## config.mk

```make
export PLATFORM = sky130hd
export DESIGN_NAME = ioam_top
export DESIGN_NICKNAME = d
export VERILOG_FILES = /design/src/hw/ioam_pkg.sv /design/src/hw/ioam_top.sv
export SDC_FILE = /design/constraint.sdc
export NUM_CORES = 1
export LEC_CHECK = 0
export BUFFER_PORTS_ARGS = -buffer_cell sky130_fd_sc_hd__buf_2
export CORE_MARGIN = 2
export CORE_UTILIZATION = 45
export DETAILED_ROUTE_END_ITERATION = 7
export PLACE_DENSITY = 0.78
export SETUP_SLACK_MARGIN = 0.05
export SLEW_MARGIN = 20
export SYNTH_ARGS = -nofsm -noshare
export SYNTH_HDL_FRONTEND = slang
export SYNTH_SLANG_ARGS = --single-unit
```

## constraint.sdc

```tcl
create_clock -name i_core_clk -period 1.5 [get_ports i_core_clk]
set_clock_uncertainty 0.2 [all_clocks]
set_input_delay 0.075 -clock i_core_clk [delete_from_list [all_inputs] [get_ports i_core_clk]]
set_output_delay 0.075 -clock i_core_clk [all_outputs]
set_load 0.02 [all_outputs]
```

## src/hw/ioam_pkg.sv

```systemverilog
// package: register map, field layout, reset values and timing constants of the own-address block
package ioam_pkg;

  // ---------------------------------------------------------------
  // register map (byte addresses, one word each)
  // ---------------------------------------------------------------
  localparam logic [11:0] OWN_ADDRESS_LOW_OFS  = 12'h000;
  localparam logic [11:0] OWN_ADDRESS_HIGH_OFS = 12'h004;
  localparam logic [11:0] CONTROL_OFS          = 12'h008;
  localparam logic [11:0] MATCH_STATUS_OFS     = 12'h00c;

  localparam logic [7:0] OWN_ADDRESS_LOW_RST  = 8'h00;
  localparam logic [7:0] OWN_ADDRESS_HIGH_RST = 8'h40;
  localparam logic [7:0] OWN_ADDRESS_HIGH_WMASK = 8'hc6;
  localparam logic [7:0] IGNORED_ADDRESS      = 8'h01;

  // field positions
  localparam int CTRL_ENABLE_BIT   = 0;
  localparam int CTRL_TEN_BIT_BIT  = 1;
  localparam int CLOCK_RANGE_LSB   = 6;
  localparam int HIGH_ADDR_LSB     = 1;
  localparam int STAT_MATCH_BIT    = 0;
  localparam int STAT_ACK_BIT      = 1;

  // ---------------------------------------------------------------
  // timing: bus hold delay sized from the clock-range field
  // ---------------------------------------------------------------
  localparam int CORE_CLK_HZ       = 10_000_000;
  localparam int HOLD_TIME_NS      = 300;
  // cycles assumed per clock-range code, computed at the top of bands 00 and 01 and at the core clock for the other codes
  localparam int BAND0_MHZ         = 6;
  localparam int BAND1_MHZ         = 8;
  localparam int HOLD_CYC_BAND0    = (HOLD_TIME_NS * BAND0_MHZ + 999) / 1000;
  localparam int HOLD_CYC_BAND1    = (HOLD_TIME_NS * BAND1_MHZ + 999) / 1000;
  localparam int HOLD_CYC_DEFAULT  = (HOLD_TIME_NS * (CORE_CLK_HZ / 1_000_000) + 999) / 1000;

  typedef enum logic [1:0] {
    IOAM_RANGE_LT6  = 2'b00,
    IOAM_RANGE_6TO8 = 2'b01,
    IOAM_RANGE_R2   = 2'b10,
    IOAM_RANGE_R3   = 2'b11
  } ioam_range_t;

  // received address as presented by the serial front end
  typedef struct packed {
    logic       valid;
    logic       ten_bit;
    logic [9:0] addr;
  } ioam_rx_addr_t;

endpackage

```

## src/hw/ioam_top.sv

```systemverilog
// own-address registers, address comparator and hold-delay timer of the two-wire slave
`timescale 1ns/1ps
// How it works
// - in 7-bit mode bits 7:1 of the low register are the slave address.
// - in 7-bit mode bit 0 of the low register is ignored and either direction bit is acked.
// - in 7-bit mode an own address of 01h is never answered.
// - disabling the interface leaves both address registers untouched.
// - in 10-bit mode all eight low register bits are the low address bits.
// - in 10-bit mode bits 2:1 of the high register are address bits 9:8.
// - the hold delay is sized from the clock-range field (00 below 6 MHz, 01 for 6-8 MHz).
// - after reset the low register reads 00h and the high register 40h.
module ioam_top
  import ioam_pkg::*;
(
  input  wire logic          i_core_clk,
  input  wire logic          i_rstn,
  input  wire logic          psel,
  input  wire logic          penable,
  input  wire logic          pwrite,
  input  wire logic [11:0]   paddr,
  input  wire logic [31:0]   pwdata,
  output logic      [31:0]   prdata,
  output logic               pready,
  output logic               pslverr,
  input  wire ioam_rx_addr_t i_rx_addr,
  output logic               o_addr_ack,
  output logic               o_addr_match,
  output logic               o_hold_busy,
  output logic               o_interface_enable
);

  // ---------------------------------------------------------------
  // reset release
  // ---------------------------------------------------------------
  logic rst_meta_r;
  logic rst_sync_r;
  always_ff @(posedge i_core_clk or negedge i_rstn) begin
    if (!i_rstn) begin
      rst_meta_r <= 1'b0;
      rst_sync_r <= 1'b0;
    end else begin
      rst_meta_r <= 1'b1;
      rst_sync_r <= rst_meta_r;
    end
  end
  wire logic rstn = rst_sync_r;

  // ---------------------------------------------------------------
  // registers
  // ---------------------------------------------------------------
  logic [7:0] own_address_low_r;
  logic [7:0] own_address_high_r;
  logic       interface_enable_r;
  logic       ten_bit_r;
  logic       ack_seen_r;

  wire logic acc_phase = psel & penable;
  wire logic wr_en     = acc_phase & pwrite;

  function automatic logic hit(input logic [11:0] a, input logic [11:0] ofs);
    return a == ofs;
  endfunction

  // enable clear has no effect here: address bits only change on writes
  always_ff @(posedge i_core_clk or negedge rstn) begin
    if (!rstn) begin
      own_address_low_r <= OWN_ADDRESS_LOW_RST;
    end else if (wr_en && hit(paddr, OWN_ADDRESS_LOW_OFS)) begin
      own_address_low_r <= pwdata[7:0];
    end
  end

  // clock-range bits only taken while disabled; address bits any time
  always_ff @(posedge i_core_clk or negedge rstn) begin
    if (!rstn) begin
      own_address_high_r <= OWN_ADDRESS_HIGH_RST;
    end else if (wr_en && hit(paddr, OWN_ADDRESS_HIGH_OFS)) begin
      own_address_high_r[HIGH_ADDR_LSB +: 2] <= pwdata[HIGH_ADDR_LSB +: 2];
      if (!interface_enable_r) begin
        own_address_high_r[CLOCK_RANGE_LSB +: 2] <= pwdata[CLOCK_RANGE_LSB +: 2];
      end
      own_address_high_r[5:3] <= 3'h0;
      own_address_high_r[0]   <= 1'b0;
    end
  end

  always_ff @(posedge i_core_clk or negedge rstn) begin
    if (!rstn) begin
      interface_enable_r <= 1'b0;
      ten_bit_r          <= 1'b0;
    end else if (wr_en && hit(paddr, CONTROL_OFS)) begin
      interface_enable_r <= pwdata[CTRL_ENABLE_BIT];
      ten_bit_r          <= pwdata[CTRL_TEN_BIT_BIT];
    end
  end

  // ---------------------------------------------------------------
  // address comparator
  // ---------------------------------------------------------------
  logic match_nxt;
  always_comb begin
    match_nxt = 1'b0;
    if (interface_enable_r && i_rx_addr.valid && (i_rx_addr.ten_bit == ten_bit_r)) begin
      if (ten_bit_r) begin
        match_nxt = (i_rx_addr.addr[7:0] == own_address_low_r) &&
                    (i_rx_addr.addr[9:8] == own_address_high_r[HIGH_ADDR_LSB +: 2]);
      end else begin
        match_nxt = (i_rx_addr.addr[7:1] == own_address_low_r[7:1]) &&
                    (own_address_low_r != IGNORED_ADDRESS);
      end
    end
  end

  always_ff @(posedge i_core_clk or negedge rstn) begin
    if (!rstn) begin
      o_addr_match <= 1'b0;
      o_addr_ack   <= 1'b0;
    end else begin
      o_addr_match <= match_nxt;
      o_addr_ack   <= match_nxt;
    end
  end

  // sticky match flag; a new match wins over the software clear
  always_ff @(posedge i_core_clk or negedge rstn) begin
    if (!rstn) begin
      ack_seen_r <= 1'b0;
    end else if (match_nxt) begin
      ack_seen_r <= 1'b1;
    end else if (wr_en && hit(paddr, MATCH_STATUS_OFS) && pwdata[STAT_ACK_BIT]) begin
      ack_seen_r <= 1'b0;
    end
  end

  // ---------------------------------------------------------------
  // hold delay after each acknowledge
  // ---------------------------------------------------------------
  function automatic logic [3:0] hold_cycles(input logic [1:0] code);
    case (code)
      IOAM_RANGE_LT6:  return 4'(HOLD_CYC_BAND0);
      IOAM_RANGE_6TO8: return 4'(HOLD_CYC_BAND1);
      default:         return 4'(HOLD_CYC_DEFAULT);
    endcase
  endfunction

  logic [3:0] hold_cnt_r;
  always_ff @(posedge i_core_clk or negedge rstn) begin
    if (!rstn) begin
      hold_cnt_r  <= 4'h0;
      o_hold_busy <= 1'b0;
    end else if (match_nxt) begin
      hold_cnt_r  <= hold_cycles(own_address_high_r[CLOCK_RANGE_LSB +: 2]);
      o_hold_busy <= 1'b1;
    end else if (hold_cnt_r > 4'h1) begin
      hold_cnt_r  <= hold_cnt_r - 4'h1;
    end else begin
      hold_cnt_r  <= 4'h0;
      o_hold_busy <= 1'b0;
    end
  end

  always_ff @(posedge i_core_clk or negedge rstn) begin
    if (!rstn) begin
      o_interface_enable <= 1'b0;
    end else begin
      o_interface_enable <= interface_enable_r;
    end
  end

  // ---------------------------------------------------------------
  // apb read side; no wait state, read data registered in the setup cycle
  // ---------------------------------------------------------------
  logic [31:0] rdata_nxt;
  logic        known;
  always_comb begin
    rdata_nxt = 32'h0;
    known     = 1'b1;
    case (paddr)
      OWN_ADDRESS_LOW_OFS:  rdata_nxt = {24'h0, own_address_low_r};
      OWN_ADDRESS_HIGH_OFS: rdata_nxt = {24'h0, own_address_high_r};
      CONTROL_OFS:          rdata_nxt = {30'h0, ten_bit_r, interface_enable_r};
      MATCH_STATUS_OFS:     rdata_nxt = {29'h0, o_hold_busy, ack_seen_r, o_addr_match};
      default:              known     = 1'b0;
    endcase
  end

  always_ff @(posedge i_core_clk or negedge rstn) begin
    if (!rstn) begin
      pready  <= 1'b0;
      prdata  <= 32'h0;
      pslverr <= 1'b0;
    end else begin
      pready  <= psel & ~penable;
      pslverr <= psel & ~penable & ~known;
      if (psel && !penable && !pwrite) begin
        prdata <= rdata_nxt;
      end
    end
  end

endmodule

```

Word level (Yosys, flattened, before mapping)
Index checks and enable logic that the tools add are counted.
- bits in registers: 58
- bits of input ports: 61
- output and inout port bits: 38
- word-level logic and storage cells: 62
- $add $sub $neg: 1
- magnitude comparators: 1
- equal/unequal tests: 9
- muxes and demuxes: 11
- bitwise operators: 7
- reduce and logical (&&, ||, !) cells: 18
- operator list (operator ; count):
    case mux 8 bit (4 select lines) ; 1
    equality test 12 x 4 -> 1 bit (second input constant) ; 2
    equality test 12 x 3 -> 1 bit (second input constant) ; 1
    logical NOT 12 bit ; 1
    logical AND 1 bit ; 11
    equality test 8 bit ; 1
    two-way mux 1 bit ; 8
    two-way mux 4 bit ; 2
    inequality test 8 x 1 -> 1 bit (second input constant) ; 1
    equality test 7 bit ; 1
    bitwise AND 1 bit ; 4
    greater-than comparator 4 x 1 -> 1 bit (second input constant) ; 1
    OR reduction 4 bit ; 1
    subtractor 4 x 1 -> 4 bit (second input constant) ; 1
    NOT 1 bit ; 3
    equality test 2 bit ; 1
    logical NOT 1 bit ; 2
    logical NOT 2 bit ; 1
    inequality test 2 bit (second input constant) ; 1
    AND reduction 2 bit ; 1
    nonzero test 2 bit ; 1
    equality test 1 bit ; 1

Longest topological paths before layout
- word-level depth: 6
- depth in mapped cells: 7
- mapped depth without buffers: 7

Least setup slack after synthesis
Ideal clock, no wire load.
- path kind: flip-flop to flip-flop
- from: reg own_address_low_r[0]
- to: reg hold_cnt_r[0]
- library setup time: 0.079 ns
- arrival: 1.359 ns
- setup slack: -0.138 ns
- cell stages (with the launch flop): 5
- cell sequence: dfrtp_1 xnor2_1 nand3_1 a2111oi_4 mux2i_1
- longest elaborated chain between the ends: 5
- elaborated cells between the ends (all ways): 7
- classes of those cells: 2 x eq/ne; 3 x mux; 2 x reduce/logical
- RTL lines (element ; line ; text):
    start, declared ; ioam_top.sv:51 ; logic [7:0] own_address_low_r;
    start signal, assigned ; ioam_top.sv:69 ; own_address_low_r <= pwdata[7:0];
    inequality test 8 x 1 -> 1 bit or equality test 8 bit (tied branches) ; ioam_top.sv:109, ioam_top.sv:105 ;
    logical AND 1 bit, on equally long branches ; ioam_top.sv:108, ioam_top.sv:105 ;
    two-way mux 1 bit * ; ioam_top.sv:104 ; if (ten_bit_r) begin
    two-way mux 1 bit * ; ioam_top.sv:103 ; if (interface_enable_r && i_rx_addr.valid && (i_rx_addr.ten_bit == ten_bit_r)) begin
    named net match_nxt ; ioam_top.sv:100 ; logic match_nxt;
    two-way mux 4 bit * ; ioam_top.sv:151 ; end else if (match_nxt) begin
    end signal, assigned ; ioam_top.sv:152 ; hold_cnt_r <= hold_cycles(own_address_high_r[CLOCK_RANGE_LSB +: 2]);
    end signal, assigned ; ioam_top.sv:155 ; hold_cnt_r <= hold_cnt_r - 4'h1;
    end, declared ; ioam_top.sv:146 ; logic [3:0] hold_cnt_r;
Mark *: on every way through the listed nets, which the timed path passes. The rest lies on a longest branch.
A chain may end at the register's enable or synchronous reset.

Final worst setup path
- from: reg own_address_low_r[1]
- to: reg hold_cnt_r[2]
- longest elaborated chain between the ends: 5
- elaborated cells between the ends (all ways): 8
- classes of those cells: 3 x eq/ne; 3 x mux; 2 x reduce/logical
- RTL lines (element ; line ; text):
    inequality test 8 x 1 -> 1 bit, or another cell as far along ; ioam_top.sv:109 ; (own_address_low_r != IGNORED_ADDRESS);
    logical AND 1 bit, on equally long branches ; ioam_top.sv:108, ioam_top.sv:105 ;
    two-way mux 1 bit * ; ioam_top.sv:104 ;
    two-way mux 1 bit * ; ioam_top.sv:103 ;
    named net match_nxt ; ioam_top.sv:100 ;
    two-way mux 4 bit * ; ioam_top.sv:151 ;
Marks and branches as above.

==> results.py <==
metrics = {
    "floorplanning": {
        "die_x_um": 68.8,
        "rows": 23,
        "chipHeight_um": 68.8,
        "coreArea_sq_um": 4030,
        "num_io_pins": 99,
        "initial_core_util": 0.469,
        "dieArea_sq_um": 4730,
    },
    "yosys": {
        "synth_top_cell_by_area": "dfrtp_1",
        "yosysMostFrequentCell": "dfrtp_1",
        "syn_inst": 161,
        "yosysWarnings": 0,
        "syn-cell-area_sq_um": 1890,
        "async_reset_ff_frac": 1.00,
        "netlist.area_leader.share": 0.437,
        "ys_seq_elements": 34,
        "yosys-top-cells-count": "33 x dfrtp_1, 25 x buf_4, 13 x xnor2_1",
        "syn_area_per_cell_sq_um": 11.7,
        "ys_seq_area_frac": 0.451,
        "synth_ff_type": "dfrtp_1",
        "synth_edf_count": 0,
        "ys_types": 39,
        "synth_top_cells_by_area": "dfrtp_1 44%, buf_4 9.9%, mux2_4 6.4%",
    },
    "final_layout": {
        "nFillCells": 344,
        "fin_area_sq_um": 2570,
        "finalNetCount": 315,
        "synthToLayoutAreaGrowth_pct": 36.4,
        "ff_latch_area_sq_um": 853,
        "multi_input_area_sq_um": 938,
        "diodes": 0,
        "final_util": 0.639,
        "drive_gt1_frac": 0.435,
    },
    "route": {
        "viasPerCell": 4.67,
        "drcViolationCount": 0,
        "drtAntennaViolNets": 0,
        "drt_wl_total_um": 4210,
        "dr.pass1.iters": 4,
        "vias": 1415,
        "drt_iter0_drc": 61,
        "wl_per_cell_um": 13.9,
    },
    "sta": {
        "fmax_mhz": 574,
        "rsz0062_at_grt": "yes",
        "setup_viol": 8,
        "worst_slack_ns": -0.243,
        "post-route-period-util": 1.16,
        "fin_crit_ns": 1.74,
        "finalMaxSlewViolations": 0,
        "hold_violations": 0,
    },
    "clock_tree": {
        "cts_tree": "done",
        "cts_num_sinks": 34,
        "root_buffer": "clkbuf_8",
        "clk_latency_ns": 0.29,
        "numCtsBuffers": 5,
        "cts_max_level": 2,
        "clk_pin_slew_ns": 0.07,
        "clock_path_buffers": 2,
    },
    "setup_path": {
        "crit_type": "register to register",
        "required_ns": 1.48,
        "worst-r2r-cell-count": 6,
        "critPathCaptureType": "register",
        "start_kind": "register",
        "arrival_ns": 1.72,
        "worstPathMaxFanout": 5,
    },
    "hold_path": {
        "hold_path.class": "primary input to register",
        "hold_depth": 3,
    },
    "placed_design": {
        "io_buffers": 50,
        "dp_hpwl_um": 3150,
        "gp_congestion": 0.835,
        "placed_area_sq_um": 2250,
    },
    "flow_run": {
        "drv_cap": 0,
    },
    "global_route": {
        "grt_max_degree": 33,
        "grt_pass1_wl_um": 6630,
        "grt_remaining_overflow": 0,
        "antenna_found_initial": 0,
        "grt_usage": 0.197,
        "grt_pass1_vias": 1462,
    },
    "power_and_ir_drop": {
        "total_power_uw": 2260,
        "seqPwrFrac": 0.453,
        "swShare": 0.294,
        "combPwrFrac": 0.239,
        "p_leak_uw": 0.00132,
        "ir_drop_mv": 0.928,
        "p_int_uw": 1600,
        "p_sw_uw": 664,
        "p_clk_frac": 0.308,
        "power_density_nw_per_um2": 878,
    },
    "status": {
        "violations": "setup timing",
        "run_status": "finished, violations left",
    },
}
-- layer usage --
layer / up-vias / global-route usage / part of all wire
met1: 671 / 0.237 / 0.42
met3: 7 / 0.0536 / 0.061
met2: 50 / 0.338 / 0.51
met4: 0 / 0.0735 / 0.014
li1: 687 / - / -
met5: - / 0 / 0
-- logic make-up (layout without fill, tap and decap cells) --
logic type | count (synthesis) | after routing | synth area share
AOI/OAI and AO/OA | 14 | 14 | 0.0616
xor gates and xnor gates | 13 | 13 | 0.0603
adders and majority gates | 2 | 2 | 0.0133
buffers and inverters | 32 | 101 | 0.114
DFF | 34 | 34 | 0.451
muxes | 20 | 20 | 0.139
other | 2 | 25 | 0.00398
and+or+nand+nor | 44 | 44 | 0.157
-- critical path: stages (launching register included) --
cell and delay [ns]:
dfrtp_1 0.45, nor4_2 0.08, nand4b_1 0.10, nand4_1 0.16
a2111oi_4 0.42, buf_4 0.19, nor3_2 0.03
-- state kept, by name (all words and copies together), names as in the netlist --
signal / cells
own_address_low_r: 8
prdata: 8
hold_cnt_r: 4
own_address_high_r: 4
ack_seen_r: 1
interface_enable_r: 1
o_addr_match: 1
o_hold_busy: 1
o_interface_enable: 1
pready: 1
pslverr: 1
rst_meta_r: 1
rst_sync_r: 1
ten_bit_r: 1
-- stage by stage --
| stage | std cells | worst slack, ns | TNS, ns | hold WS, ns |
|---|---|---|---|---|
| 6_report | 303 | -0.243 | -1.48 | 0.00657 |
| 4_1_cts | 299 | -0.220 | -1.22 | 0.000307 |
| 3_5_place_dp | 275 | -0.266 | -4.26 | -0.338 |
| 5_1_grt | 303 | -0.367 | -2.19 | 0.0173 |
| 3_3_place_gp | 275 | -0.228 | -3.32 | -0.339 |
| 2_1_floorplan | 184 | -0.0858 | -0.257 | -0.421 |
-- power by group through the flow --
stage / Sequential (uW) / Clock (uW) / Combinational [uW]
floorplan: 1050 / 0 / 358
global placement: 1040 / 0 / 477
detailed placement: 1040 / 0 / 486
CTS: 1020 / 714 / 519
global route: 1030 / 762 / 617
finish: 1020 / 697 / 541
-- layout make-up --
class / instances / area share
timing repair buffer: 90 / 0.240
clock inverter: 1 / 0.00194
multi-input combinational: 118 / 0.364
sequential: 34 / 0.331
clock buffer: 7 / 0.0335
inverter: 3 / 0.00437
tap: 50 / 0.0243
-- cells in the final DEF (no fill, tap or decap), types with 2 or more instances in the layout --
master         count
xnor2_1           13
nor4_4             2
buf_6              4
o41ai_1            2
o21ai_1            4
conb_1            25
o31ai_1            2
ha_1               2
dlygate4sd3_1     15
nand2_1           12
mux2_4            11
a21o_1             2
mux2_1             3
nand4_1            4
buf_2             47
inv_1              3
nand3_1            3
clkbuf_8           6
nor3_1             4
mux2i_1            4
nor3_2             2
dfrtp_1           32
nor2_1             5
buf_4             23
-- path summary, 6_finish.rpt --
kind                                      start             to  slack [ns]
setup / recovery           own_address_low_r[1]  hold_cnt_r[2]       -0.24
hold / removal                         paddr[3]      prdata[2]       0.007
max in group asynchronous                i_rstn     rst_sync_r        0.55
hold reg to reg                      rst_sync_r      ten_bit_r        0.07
min in group asynchronous            rst_sync_r      ten_bit_r        0.07
setup reg to reg           own_address_low_r[1]  hold_cnt_r[2]       -0.24
-- repair_timing --
| item | CTS | global route |
|---|---|---|
| setup buffers | 2 | 4 |
| setup endpoints to repair | 8 | 12 |
| gates resized for setup | 1 | 9 |
| pin swaps | 7 | 7 |
| hold endpoints to repair | 22 | 0 |
| hold buffers | 15 | 0 |
No activity file was read; power rests on OpenSTA's default activity.
